[src/triple_comparator_defs.vh]
// Register map, field positions, reset values and codes of the triple comparator block
`ifndef TRIPLE_COMPARATOR_DEFS_VH
`define TRIPLE_COMPARATOR_DEFS_VH

// Byte offsets on the register port
`define CMP_CTRL0_OFS 8'h00
`define CMP_CTRL1_OFS 8'h04
`define CMP_CTRL2_OFS 8'h08
`define CMP_CTRL_STRIDE 4
`define CMP_STATUS_OFS 8'h0c
`define CMP_INT_STATUS_OFS 8'h10
`define CMP_INT_MASK_OFS 8'h14

// Field positions of comparator_control
`define CMP_ON_BIT 15
`define CMP_OE_BIT 14
`define CMP_INV_BIT 13
`define CMP_FLAG_BIT 9
`define CMP_RESULT_BIT 8
`define CMP_EDGE_HI 7
`define CMP_EDGE_LO 6
`define CMP_PLUS_BIT 4
`define CMP_MINUS_HI 1
`define CMP_MINUS_LO 0

// Field positions of comparator_status
`define CMP_STAT_FLAG_LSB 8
`define CMP_STAT_RESULT_LSB 0

// Reset values
`define CMP_CTRL_RESET 16'h0000
`define CMP_INT_MASK_RESET 3'h0

// Event edge select codes
`define CMP_EDGE_NONE 2'h0
`define CMP_EDGE_RISE 2'h1
`define CMP_EDGE_FALL 2'h2
`define CMP_EDGE_ANY 2'h3

// Inverting input select codes
`define CMP_MINUS_B 2'h0
`define CMP_MINUS_C 2'h1
`define CMP_MINUS_D 2'h2
`define CMP_MINUS_REF 2'h3

`endif

[src/comparator_channel.v]
// One comparator: input selection, compare, polarity and pin drive
`include "triple_comparator_defs.vh"

module comparator_channel #(
  parameter AW = 10
) (
  input wire [AW-1:0] analogInputA,
  input wire [AW-1:0] analogInputB,
  input wire [AW-1:0] analogInputC,
  input wire [AW-1:0] analogInputD,
  input wire [AW-1:0] referencePlus,
  input wire [AW-1:0] referenceMinus,
  input wire comparatorOn,
  input wire plusInputSelect,
  input wire [1:0] minusInputSelect,
  input wire outputInvert,
  input wire pinOutputEnable,
  output wire rawResult,
  output wire resultPin,
  output wire resultPinOen
);

  // Selected non-inverting level
  reg [AW-1:0] plusLevel;
  // Selected inverting level
  reg [AW-1:0] minusLevel;

  ////////////////////////////////////////////////////////////////////////
  // Input multiplexers
  always @* begin
    // Reference or external pin on the plus side
    plusLevel = plusInputSelect ? referencePlus : analogInputA;
    case (minusInputSelect)
      `CMP_MINUS_B: minusLevel = analogInputB;
      `CMP_MINUS_C: minusLevel = analogInputC;
      `CMP_MINUS_D: minusLevel = analogInputD;
      default: minusLevel = referenceMinus;
    endcase
  end

  ////////////////////////////////////////////////////////////////////////
  // Compare, polarity and off forcing; no clock anywhere on this path
  assign rawResult = comparatorOn & ((plusLevel > minusLevel) ^ outputInvert);
  // Pin carries the unsynchronised result
  assign resultPin = rawResult & pinOutputEnable;
  // Enable is low while the pin is driven
  assign resultPinOen = ~pinOutputEnable;

endmodule // comparator_channel

[src/triple_comparator.v]
// Triple comparator control: registers, result sampling, events and interrupt
`include "triple_comparator_defs.vh"

module triple_comparator #(
  parameter AW = 10
) (
  // Clock, 100 MHz
  input wire mclk,
  // Synchronous reset, active low
  input wire rstn,
  // Clock enable, freezes all state while low
  input wire ce,
  // Register port
  input wire [7:0] addr,
  input wire [15:0] wdata,
  input wire wr,
  input wire rd,
  output wire [15:0] rdata,
  // Analog levels, one AW-wide slice per comparator
  input wire [3*AW-1:0] analogInputA,
  input wire [3*AW-1:0] analogInputB,
  input wire [3*AW-1:0] analogInputC,
  input wire [3*AW-1:0] analogInputD,
  // Shared reference levels
  input wire [AW-1:0] referencePlus,
  input wire [AW-1:0] referenceMinus,
  // Result pins with their enables
  output wire [2:0] resultPin,
  output wire [2:0] resultPinOen,
  // One-cycle trigger per comparator event
  output wire [2:0] eventTrigger,
  // Level interrupt
  output wire irq
);

  // Number of comparators
  localparam NUM_COMP = 3;

  ////////////////////////////////////////////////////////////////////////
  // Shared wires gathered from the channels

  // Control words as read back
  wire [16*NUM_COMP-1:0] ctrlRead;
  // Synchronised results
  wire [NUM_COMP-1:0] resultSync;
  // Event flags
  wire [NUM_COMP-1:0] eventFlags;
  // Accepted events this cycle
  wire [NUM_COMP-1:0] eventFire;
  // Trigger pulses
  wire [NUM_COMP-1:0] triggerPulse;

  ////////////////////////////////////////////////////////////////////////
  // Interrupt and read registers

  // Sticky interrupt status
  reg [NUM_COMP-1:0] intStatus_ff;
  // Interrupt mask, one enables
  reg [NUM_COMP-1:0] intMask_ff;
  // Read data register
  reg [15:0] readData_ff;
  // Next read data
  reg [15:0] nxt_readData;

  // Register selects
  wire statusSel = (addr == `CMP_STATUS_OFS);
  wire intStatusSel = (addr == `CMP_INT_STATUS_OFS);
  wire intMaskSel = (addr == `CMP_INT_MASK_OFS);

  ////////////////////////////////////////////////////////////////////////
  // Per-comparator logic
  genvar i;
  generate
    for (i = 0; i < NUM_COMP; i = i + 1) begin : chan
      // Byte offset of this control register
      localparam integer CH_OFS = `CMP_CTRL_STRIDE * i;

      // Comparator on
      reg compOn_ff;
      // Pin output enable
      reg pinOe_ff;
      // Output invert
      reg invert_ff;
      // Event edge select
      reg [1:0] edgeSel_ff;
      // Plus input select
      reg plusSel_ff;
      // Minus input select
      reg [1:0] minusSel_ff;
      // Sticky event flag
      reg eventFlag_ff;
      // First synchroniser stage, read only by the second
      reg syncA_ff;
      // Second synchroniser stage
      reg syncB_ff;
      // Previous synchronised result for edge detection
      reg prevResult_ff;
      // Trigger pulse register
      reg trigger_ff;

      // Raw, unclocked compare result
      wire rawResult;
      // Write to this control register
      wire ctrlWrite = wr & (addr == CH_OFS[7:0]);
      // Transitions of the synchronised result
      wire riseSeen = syncB_ff & ~prevResult_ff;
      wire fallSeen = ~syncB_ff & prevResult_ff;
      // Selected transition seen
      reg edgeHit;
      // Event accepted only while the flag is clear
      wire fire = edgeHit & compOn_ff & ~eventFlag_ff;

      // Analog selection and compare
      comparator_channel #(
        .AW(AW)
      ) u_channel (
        .analogInputA(analogInputA[i*AW +: AW]),
        .analogInputB(analogInputB[i*AW +: AW]),
        .analogInputC(analogInputC[i*AW +: AW]),
        .analogInputD(analogInputD[i*AW +: AW]),
        .referencePlus(referencePlus),
        .referenceMinus(referenceMinus),
        .comparatorOn(compOn_ff),
        .plusInputSelect(plusSel_ff),
        .minusInputSelect(minusSel_ff),
        .outputInvert(invert_ff),
        .pinOutputEnable(pinOe_ff),
        .rawResult(rawResult),
        .resultPin(resultPin[i]),
        .resultPinOen(resultPinOen[i])
      );

      // Edge selection on the polarity-adjusted result
      always @* begin
        case (edgeSel_ff)
          // Rising only
          `CMP_EDGE_RISE: edgeHit = riseSeen;
          // Falling only
          `CMP_EDGE_FALL: edgeHit = fallSeen;
          // Any change
          `CMP_EDGE_ANY: edgeHit = riseSeen | fallSeen;
          // Events disabled
          default: edgeHit = 1'b0;
        endcase
      end

      // Control fields written by software
      always @(posedge mclk) begin
        if (!rstn) begin
          // Everything off after reset
          compOn_ff <= 1'b0;
          pinOe_ff <= 1'b0;
          invert_ff <= 1'b0;
          edgeSel_ff <= 2'h0;
          plusSel_ff <= 1'b0;
          minusSel_ff <= 2'h0;
        end else if (ce && ctrlWrite) begin
          // Take the writable fields
          compOn_ff <= wdata[`CMP_ON_BIT];
          pinOe_ff <= wdata[`CMP_OE_BIT];
          invert_ff <= wdata[`CMP_INV_BIT];
          edgeSel_ff <= wdata[`CMP_EDGE_HI:`CMP_EDGE_LO];
          plusSel_ff <= wdata[`CMP_PLUS_BIT];
          minusSel_ff <= wdata[`CMP_MINUS_HI:`CMP_MINUS_LO];
        end
      end

      // Event flag: hardware set wins over software write
      always @(posedge mclk) begin
        if (!rstn) begin
          eventFlag_ff <= 1'b0;
        end else if (ce) begin
          if (fire) begin
            // New event sets the flag
            eventFlag_ff <= 1'b1;
          end else if (ctrlWrite) begin
            // Software clears or sets it
            eventFlag_ff <= wdata[`CMP_FLAG_BIT];
          end
        end
      end

      // Result synchroniser, edge history and trigger
      always @(posedge mclk) begin
        if (!rstn) begin
          syncA_ff <= 1'b0;
          syncB_ff <= 1'b0;
          prevResult_ff <= 1'b0;
          trigger_ff <= 1'b0;
        end else if (ce) begin
          // Two stages before edge detection and readback look at it
          syncA_ff <= rawResult;
          syncB_ff <= syncA_ff;
          prevResult_ff <= syncB_ff;
          // One pulse per accepted event
          trigger_ff <= fire;
        end
      end

      // Readback of this control register
      assign ctrlRead[i*16 +: 16] = {compOn_ff, pinOe_ff, invert_ff, 3'h0,
                                     eventFlag_ff, syncB_ff, edgeSel_ff, 1'b0,
                                     plusSel_ff, 2'h0, minusSel_ff};
      // Gathered state
      assign resultSync[i] = syncB_ff;
      assign eventFlags[i] = eventFlag_ff;
      assign eventFire[i] = fire;
      assign triggerPulse[i] = trigger_ff;
    end
  endgenerate

  ////////////////////////////////////////////////////////////////////////
  // Interrupt status and mask

  // Status sets on events, a read clears, a set in the same cycle wins
  always @(posedge mclk) begin
    if (!rstn) begin
      intStatus_ff <= 3'h0;
    end else if (ce) begin
      if (rd && intStatusSel) begin
        // Clear on read, keep fresh events
        intStatus_ff <= eventFire;
      end else begin
        // Accumulate events
        intStatus_ff <= intStatus_ff | eventFire;
      end
    end
  end

  // Mask written by software
  always @(posedge mclk) begin
    if (!rstn) begin
      intMask_ff <= `CMP_INT_MASK_RESET;
    end else if (ce && wr && intMaskSel) begin
      intMask_ff <= wdata[NUM_COMP-1:0];
    end
  end

  ////////////////////////////////////////////////////////////////////////
  // Read path

  // Select the addressed register
  always @*  begin
    nxt_readData = 16'h0000;
    case (addr)
      // Per-comparator control words
      `CMP_CTRL0_OFS: nxt_readData = ctrlRead[15:0];
      `CMP_CTRL1_OFS: nxt_readData = ctrlRead[31:16];
      `CMP_CTRL2_OFS: nxt_readData = ctrlRead[47:32];
      // Results and flags of all comparators
      `CMP_STATUS_OFS: begin
        nxt_readData[`CMP_STAT_FLAG_LSB +: NUM_COMP] = eventFlags;
        nxt_readData[`CMP_STAT_RESULT_LSB +: NUM_COMP] = resultSync;
      end
      // Interrupt registers in the low bits
      `CMP_INT_STATUS_OFS: nxt_readData[NUM_COMP-1:0] = intStatus_ff;
      `CMP_INT_MASK_OFS: nxt_readData[NUM_COMP-1:0] = intMask_ff;
      // Unmapped reads as zero
      default: nxt_readData = 16'h0000;
    endcase
  end

  // Read data stand only in the cycle after the strobe
  always @(posedge mclk) begin
    if (!rstn) begin
      readData_ff <= 16'h0000;
    end else if (ce) begin
      if (rd) begin
        readData_ff <= nxt_readData;
      end else begin
        readData_ff <= 16'h0000;
      end
    end
  end

  ////////////////////////////////////////////////////////////////////////
  // Outputs
  assign rdata = readData_ff;
  assign eventTrigger = triggerPulse;
  // High while any unmasked status bit is set
  assign irq = |(intStatus_ff & intMask_ff);

endmodule // triple_comparator

[config.mk]
export PLATFORM = sky130hd
export DESIGN_NAME = triple_comparator
export DESIGN_NICKNAME = d
export VERILOG_FILES = /design/src/comparator_channel.v /design/src/triple_comparator.v
export VERILOG_INCLUDE_DIRS = /design/src
export SDC_FILE = /design/constraint.sdc
export NUM_CORES = 1
export LEC_CHECK = 0
export ABC_AREA = 0
export BUFFER_PORTS_ARGS = -buffer_cell sky130_fd_sc_hd__buf_2
export CELL_PAD_IN_SITES_DETAIL_PLACEMENT = 0
export CELL_PAD_IN_SITES_GLOBAL_PLACEMENT = 1
export CORE_AREA = 2 2 140 142
export CTS_CLUSTER_DIAMETER = 150
export CTS_CLUSTER_SIZE = 30
export DETAILED_ROUTE_END_ITERATION = 16
export DIE_AREA = 0 0 142 144
export GPL_TIMING_DRIVEN = 0
export PLACE_DENSITY_LB_ADDON = 0.1
export SKIP_CTS_REPAIR_TIMING = 1
export SLEW_MARGIN = 20
export SYNTH_ARGS = -nofsm -noshare
export SYNTH_HDL_FRONTEND = slang
export SYNTH_SLANG_ARGS = --single-unit
[constraint.sdc]
create_clock -name mclk -period 7.95 [get_ports mclk]
set_clock_uncertainty 0.2 [all_clocks]
set_input_delay 0.3975 -clock mclk [delete_from_list [all_inputs] [get_ports mclk]]
set_output_delay 0.3975 -clock mclk [all_outputs]
set_load 0.005 [all_outputs]
==> load_flow_metrics.sql, run 1 <==
INSERT INTO impl_metrics (metric_group, metric, value, unit) VALUES
('sta', 'slew_headroom', '0.3637', ''),
('flow_run', 'maxCapViolations', '0', ''),
('worst_setup_path', 'worst_path_max_delay_cell', 'clkbuf_1', ''),
('final_layout', 'finalNetCount', '879', ''),
('synth', 'synth.ff_latch_count', '57', ''),
('sta', 'setup_viol', '0', ''),
('sta', 'worstMarginPinSlew', '0.9544', 'ns'),
('floorplanning', 'fp.dieArea', '20450', 'sq um'),
('pwr', 'post-layout-total-power', '0.0008041', 'W'),
('route', 'detail-route-antenna-nets', '0', ''),
('min_path', 'min_path_type', 'in2reg', ''),
('sta', 'final_hold_viol_count', '0', ''),
('synth', 'synthDistinctLibCells', '50', ''),
('final_layout', 'drive_above_1_share', '0.4256', ''),
('run_status', 'result_of_the_run', 'complete, no violations', ''),
('route', 'detail_route.vias_per_cell', '4.712', ''),
('synth', 'yosysSeqAreaShare', '0.2442', ''),
('global_route', 'grt_pass1_vias', '4580', ''),
('worst_setup_path', 'critPathLaunch', 'chan[2].minusSel_ff[1]', ''),
('synth', 'post_synth_edffs', '0', ''),
('sta', 'fin_ws', '3.559', 'ns'),
('clocking', 'clock_path_buffers', '2', ''),
('route', 'wire_per_inst', '19.34', 'um'),
('synth', 'number_of_instances_in_the_synthesized_netlist', '477', ''),
('pwr', 'powerDensity', '129.6', 'nW/um^2'),
('worst_setup_path', 'critical_path.max_fanout', '10', ''),
('global_route', 'grt_usage', '0.1765', ''),
('placement', 'dp_hpwl', '14450', 'um'),
('worst_setup_path', 'timing.critical_path.cells', 'clkbuf_1, mux4_2, inv_1, ha_1, nand4_1, nor2_1, a211oi_1, a221oi_1, xor2_1, and3_1, buf_4, buf_2', ''),
('floorplanning', 'die_width', '142', 'um'),
('synth', 'synthDominantAreaCellType', 'dfxtp_1', ''),
('floorplanning', 'design.core.area', '19080', 'sq um'),
('clocking', 'cts.sink_count', '57', ''),
('clocking', 'root_buffer', 'clkbuf_16', ''),
('sta', 'slew_violations', '0', ''),
('placement', 'dpl_worst_slack', '3.889', 'ns'),
('worst_setup_path', 'cp_data_required_time', '7.35', 'ns'),
('pwr', 'max-vdd-ir-drop', '0.00009865', 'V'),
('global_route', 'antenna_found_initial', '1', ''),
('global_route', 'grt.overflow.total', '0', ''),
('worst_setup_path', 'r2r_worst_path_depth', '10', ''),
('worst_setup_path', 'r2r_setup_slack', '4.44', 'ns'),
('synth', 'yosysWarnings', '0', ''),
('clocking', 'worstSkewPairLatency', '0.33', 'ns'),
('worst_setup_path', 'criticalPathCategory', 'reg2out', ''),
('floorplanning', 'initial_core_util', '0.2449', ''),
('final_layout', 'final_core_util', '0.3251', ''),
('synth', 'ys_top_cells_by_area', 'dfxtp_1 (24%), mux4_2 (15%), ha_1 (9.6%)', ''),
('pwr', 'leakagePower', '2.784', 'nW'),
('worst_setup_path', 'worst-endpoint-arrival', '3.79', 'ns'),
('final_layout', 'synthToLayoutAreaGrowth', '32.75', '%'),
('route', 'route.detailed.drc', '0', ''),
('final_layout', 'multiInputGateArea', '3176', 'sq um'),
('synth', 'syn_area_cell', '9.795', 'sq um'),
('worst_setup_path', 'slowest_delay', '0.73', 'ns'),
('floorplanning', 'pin_count', '195', ''),
('floorplanning', 'fp-row-count', '51', ''),
('floorplanning', 'die_h', '144', 'um'),
('synth', 'synth.cell_area', '4672', 'sq um'),
('min_path', 'count_of_cells_along_the_worst_hold_path', '3', ''),
('sta', 'final.setup.tns', '0', 'ns'),
('final_layout', 'register_area', '1141', 'sq um'),
('global_route', 'grt_start_max_net_pins', '11', ''),
('placement', 'routabilityCongestion', '0.8041', ''),
('synth', 'synthFlopType', 'dfxtp_1', ''),
('worst_setup_path', 'worstSetupEndpoint', 'resultPin[2]', ''),
('route', 'via_count', '4326', ''),
('sta', 'min_period_over_period', '0.5523', ''),
('route', 'detail_route.iter0.violations', '130', ''),
('final_layout', 'fillerInstances', '2028', ''),
('clocking', 'cts_made_buffers', '9', '');
cell type report:
class                   count  share of cell area
clock buffers              11             0.03914
diodes                      1           0.0004035
well taps                 238             0.04801
repair buffers            183              0.1477
inverters                  43             0.02602
clock inverters             5            0.008876
plain buffers              37             0.03389
flip-flops and latches     57              0.1840
multi-input cells         343              0.5120
report_power, final:
part | internal (W) | switching [W]
combinational | 0.0000699 | 0.0000630
clock | 0.000250 | 0.000135
sequential | 0.000286 | 0.000000123
worst max-delay path, delay by kind of cell (launching register included):
kind / cells / cell delay, ns
buffers and inverters: 4 / 0.97
adder cells (fa/ha/maj): 1 / 0.33
flip-flops: 1 / 0.35
AO/OA/AOI/OAI: 2 / 0.48
AND/OR/NAND/NOR: 3 / 0.64
XOR/XNOR: 1 / 0.34
multiplexers: 1 / 0.36
layer usage:
metal / vias to the layer above / wire length (um) / share of wire / GRT usage
li1: 2118 / - / - / -
met4: 0 / 262 / 0.015 / 0.04316
met1: 2060 / 8603 / 0.48 / 0.2403
met2: 132 / 8187 / 0.46 / 0.2949
met3: 16 / 701 / 0.039 / 0.02616
met5: - / 0 / 0 / 0
Yosys cell counts, types with 13 or more instances:
library cell and instances:
a21oi_1 18, buf_4 13, clkbuf_1 14, dfxtp_1 57
ha_1 36, inv_1 43, mux2_2 32, mux2i_1 42
mux4_2 31, nand2_1 24, nor2b_1 47, o21ai_0 18
logic make-up after synthesis:
family                   share of synthesized area
AND/OR/NAND/NOR                             0.1516
multiplexers                                0.3166
buffers and inverters                      0.07954
AO/OA/AOI/OAI                               0.1053
flip-flops                                  0.2442
adder cells (fa/ha/maj)                    0.09641
XOR/XNOR                                  0.005625
other                                    0.0008027
worst min-delay path by stage:
stage,startpoint,to,slack (ns)
2_1_floorplan,chan[0].syncA_ff,chan[0].syncA_ff,0.24
3_3_place_gp,rdata[13],rdata[13],0.24
3_5_place_dp,rdata[7],rdata[7],0.24
4_1_cts,wdata[6],chan[1].edgeSel_ff[0],0.15
5_1_grt,wdata[2],intMask_ff[2],0.17
6_report,wdata[6],chan[1].edgeSel_ff[0],0.16
flip-flops by register name, indices dropped and copies added (netlist names):
register            flops
rdata                  12
chan.edgeSel_ff         6
chan.minusSel_ff        6
chan.compOn_ff          3
chan.eventFlag_ff       3
chan.invert_ff          3
chan.pinOe_ff           3
chan.plusSel_ff         3
chan.prevResult_ff      3
chan.syncA_ff           3
chan.syncB_ff           3
chan.trigger_ff         3
intMask_ff              3
intStatus_ff            3
through the flow:
step	instances	area (sq um)
floorplan	480	4683
global placement	901	5897
detailed placement	901	5902
CTS	917	6200
global route	918	6202
finish	918	6202
cell usage in the layout (no fill, tap or decap), types with 8 or more instances in the layout:
cell type | synthesis | final
nand2_1 | 24 | 24
o21ai_0 | 18 | 18
ha_1 | 36 | 36
clkbuf_16 | 0 | 9
nor2b_1 | 47 | 47
clkbuf_1 | 14 | 15
and2_1 | 8 | 8
mux2_2 | 32 | 32
a21oi_1 | 18 | 18
nor2_1 | 8 | 8
mux4_2 | 31 | 31
dfxtp_1 | 57 | 57
buf_2 | 6 | 189
buf_4 | 13 | 13
mux2i_1 | 42 | 42
inv_1 | 43 | 43
Note: power is estimated with default switching activity, not from simulation.
==> inputs of run 2 (changes only) <==
==> constraint.sdc (replaced) <==
create_clock -name mclk -period 4.2 [get_ports mclk]
set_clock_uncertainty 0.2 [all_clocks]
set_input_delay 0.21 -clock mclk [delete_from_list [all_inputs] [get_ports mclk]]
set_output_delay 0.21 -clock mclk [all_outputs]
set_load 0.005 [all_outputs]
==> run 2 against run 1 <==
Against the previous run: the flow now finishes with violations (negative hold slack); wire length is essentially flat; non-clock buffer count grew 4; cell count grew 0.44%; first-iteration DRC count shrank 15%; highest routed layer unchanged; sequential share of layout area shrank 0.15 points.
==> load_flow_metrics.sql, run 2 (synthesis results as in run 1) <==
INSERT INTO impl_metrics (metric_group, metric, value, unit) VALUES
('placement', 'dp_hpwl', '14450', 'um'),
('sta', 'min_period', '3.909', 'ns'),
('worst_setup_path', 'worst-endpoint-arrival', '3.50', 'ns'),
('flow_run', 'maxCapViolations', '0', ''),
('final_layout', 'finalNetCount', '883', ''),
('route', 'detail-route-antenna-nets', '0', ''),
('sta', 'slew_violations', '0', ''),
('route', 'wire_per_inst', '19.25', 'um'),
('sta', 'fin_ws', '0.2913', 'ns'),
('floorplanning', 'die_h', '144', 'um'),
('worst_setup_path', 'critical_path.max_fanout', '10', ''),
('sta', 'setup_viol', '0', ''),
('worst_setup_path', 'criticalPathCategory', 'reg2out', ''),
('sta', 'slew_headroom', '0.5166', ''),
('pwr', 'powerDensity', '243.9', 'nW/um^2'),
('run_status', 'result_of_the_run', 'finished with violations', ''),
('clocking', 'tritoncts', 'done', ''),
('min_path', 'count_of_cells_along_the_worst_hold_path', '3', ''),
('clocking', 'cts_made_buffers', '9', ''),
('floorplanning', 'initial_core_util', '0.2449', ''),
('route', 'route.detailed.drc', '0', ''),
('floorplanning', 'die_width', '142', 'um'),
('global_route', 'use_met1', '0.2403', ''),
('pwr', 'max-vdd-ir-drop', '0.0001871', 'V'),
('worst_setup_path', 'end_kind', 'output port', ''),
('clocking', 'worstSkewPairLatency', '0.33', 'ns'),
('run_status', 'failed_checks', 'negative hold slack', ''),
('global_route', 'grt_pass1_wl', '26750', 'um'),
('worst_setup_path', 'worst_path_max_delay_cell', 'mux4_2', ''),
('clocking', 'clkTransAtPathRegs', '0.06', 'ns'),
('floorplanning', 'fp-row-count', '51', ''),
('sta', 'worst_hold_slack', '-0.005467', 'ns'),
('clocking', 'cts.sink_count', '57', ''),
('final_layout', 'mostFrequentLayoutCells', 'buf_2 (187), dfxtp_1 (57), nor2b_1 (47), inv_1 (43), mux2i_1 (42)', ''),
('global_route', 'met2_track_utilization_from_global_routing', '0.2949', ''),
('worst_setup_path', 'start_kind', 'flop', ''),
('min_path', 'min_path_type', 'in2reg', ''),
('route', 'wirelength', '17750', 'um'),
('sta', 'min_period_over_period', '0.9306', ''),
('final_layout', 'synthToLayoutAreaGrowth', '33.85', '%'),
('route', 'via_count', '4306', ''),
('sta', 'max_clock_freq', '255.8', 'MHz'),
('sta', 'final_hold_viol_count', '2', ''),
('final_layout', 'layout_commonest_cell', 'buf_2', ''),
('placement', 'input_output_buffers', '183', ''),
('floorplanning', 'design.core.area', '19080', 'sq um'),
('sta', 'worstMarginPinSlew', '0.7212', 'ns'),
('final_layout', 'final_core_util', '0.3278', ''),
('pwr', 'post-layout-total-power', '0.001525', 'W'),
('worst_setup_path', 'timing.critical_path.cells', 'clkbuf_4, mux4_2, inv_1, ha_1, a21oi_1, nor2b_1, o21ai_0, a221oi_1, xor2_1, and3_1, buf_4, buf_2', ''),
('final_layout', 'drive_above_1_share', '0.4305', ''),
('floorplanning', 'pin_count', '195', ''),
('floorplanning', 'fp.dieArea', '20450', 'sq um'),
('clocking', 'root_buffer', 'clkbuf_16', ''),
('final_layout', 'largest_register_ffs', '12', ''),
('placement', 'routabilityCongestion', '0.8041', ''),
('global_route', 'antenna_found_initial', '1', ''),
('route', 'drt_pre_antenna_iters', '4', ''),
('pwr', 'leakagePower', '2.816', 'nW'),
('global_route', 'grt_start_max_net_pins', '11', ''),
('worst_setup_path', 'r2r_worst_path_depth', '10', ''),
('worst_setup_path', 'cp_data_required_time', '3.79', 'ns'),
('route', 'detail_route.vias_per_cell', '4.670', ''),
('global_route', 'grt_pass1_vias', '4580', ''),
('global_route', 'grt.overflow.total', '0', ''),
('global_route', 'global_route.usage.met3', '0.02616', ''),
('worst_setup_path', 'slowest_delay', '0.54', 'ns'),
('global_route', 'global_route.peak_usage_layer', 'met2', ''),
('sta', 'setup_repair_after_global_routing_missed_its_margin', 'false', ''),
('placement', 'dpl_worst_slack', '0.3269', 'ns'),
('clocking', 'h_tree_level_count', '3', ''),
('route', 'detail_route.iter0.violations', '111', ''),
('global_route', 'grt_usage', '0.1765', ''),
('clocking', 'clock_path_buffers', '2', '');
-- run 2: final timing paths --
path / start / end / slack (ns)
max reg2reg: chan[2].minusSel_ff[0] / chan[2].syncA_ff / 0.94
min reg2reg: rdata[7] / rdata[7] / 0.25
min: wdata[7] / chan[2].edgeSel_ff[1] / -0.005
max: chan[2].minusSel_ff[0] / resultPin[2] / 0.29
-- run 2: final cells by class --
cell class                      instances  area, sq um
Multi-Input combinational cell        343         3176
Timing Repair Buffer                  187        955.9
Fill cell                            2023        12830
Sequential cell                        57         1141
Buffer                                 37        221.5
Tap cell                              238        297.8
Clock buffer                           11        242.7
Clock inverter                          5        55.05
Inverter                               43        161.4
Antenna cell                            1        2.502
-- run 2: critical path: cells and delay by family (launching register included) --
family	cells	cell delay, ns
AO/OA/AOI/OAI	3	0.77
XOR/XNOR	1	0.33
adder cells (fa/ha/maj)	1	0.24
flip-flops	1	0.41
AND/OR/NAND/NOR	2	0.28
multiplexers	1	0.54
buffers and inverters	4	0.61
-- run 2: per-layer routing --
metal	routed length, um	vias up
met2	8201	128
li1	-	2124
met4	231	0
met5	0	-
met1	8524	2040
met3	789	14
-- run 2: metrics by stage --
stage / cells / hold slack, ns / cell area, sq um / setup TNS (ns)
detailed placement: 901 / 0.2399 / 5902 / 0
finish: 922 / -0.005467 / 6254 / 0
floorplan: 480 / 0.1762 / 4683 / 0
global route: 922 / 0.001919 / 6254 / 0
CTS: 917 / -0.03889 / 6200 / -0.05269
global placement: 901 / 0.2395 / 5897 / 0
-- run 2: power by group --
group | switching, W | leakage (nW) | internal [W]
Sequential | 0.000000233 | 0.459 | 0.000541
Clock | 0.000256 | 0.142 | 0.000473
Combinational | 0.000120 | 2.22 | 0.000135
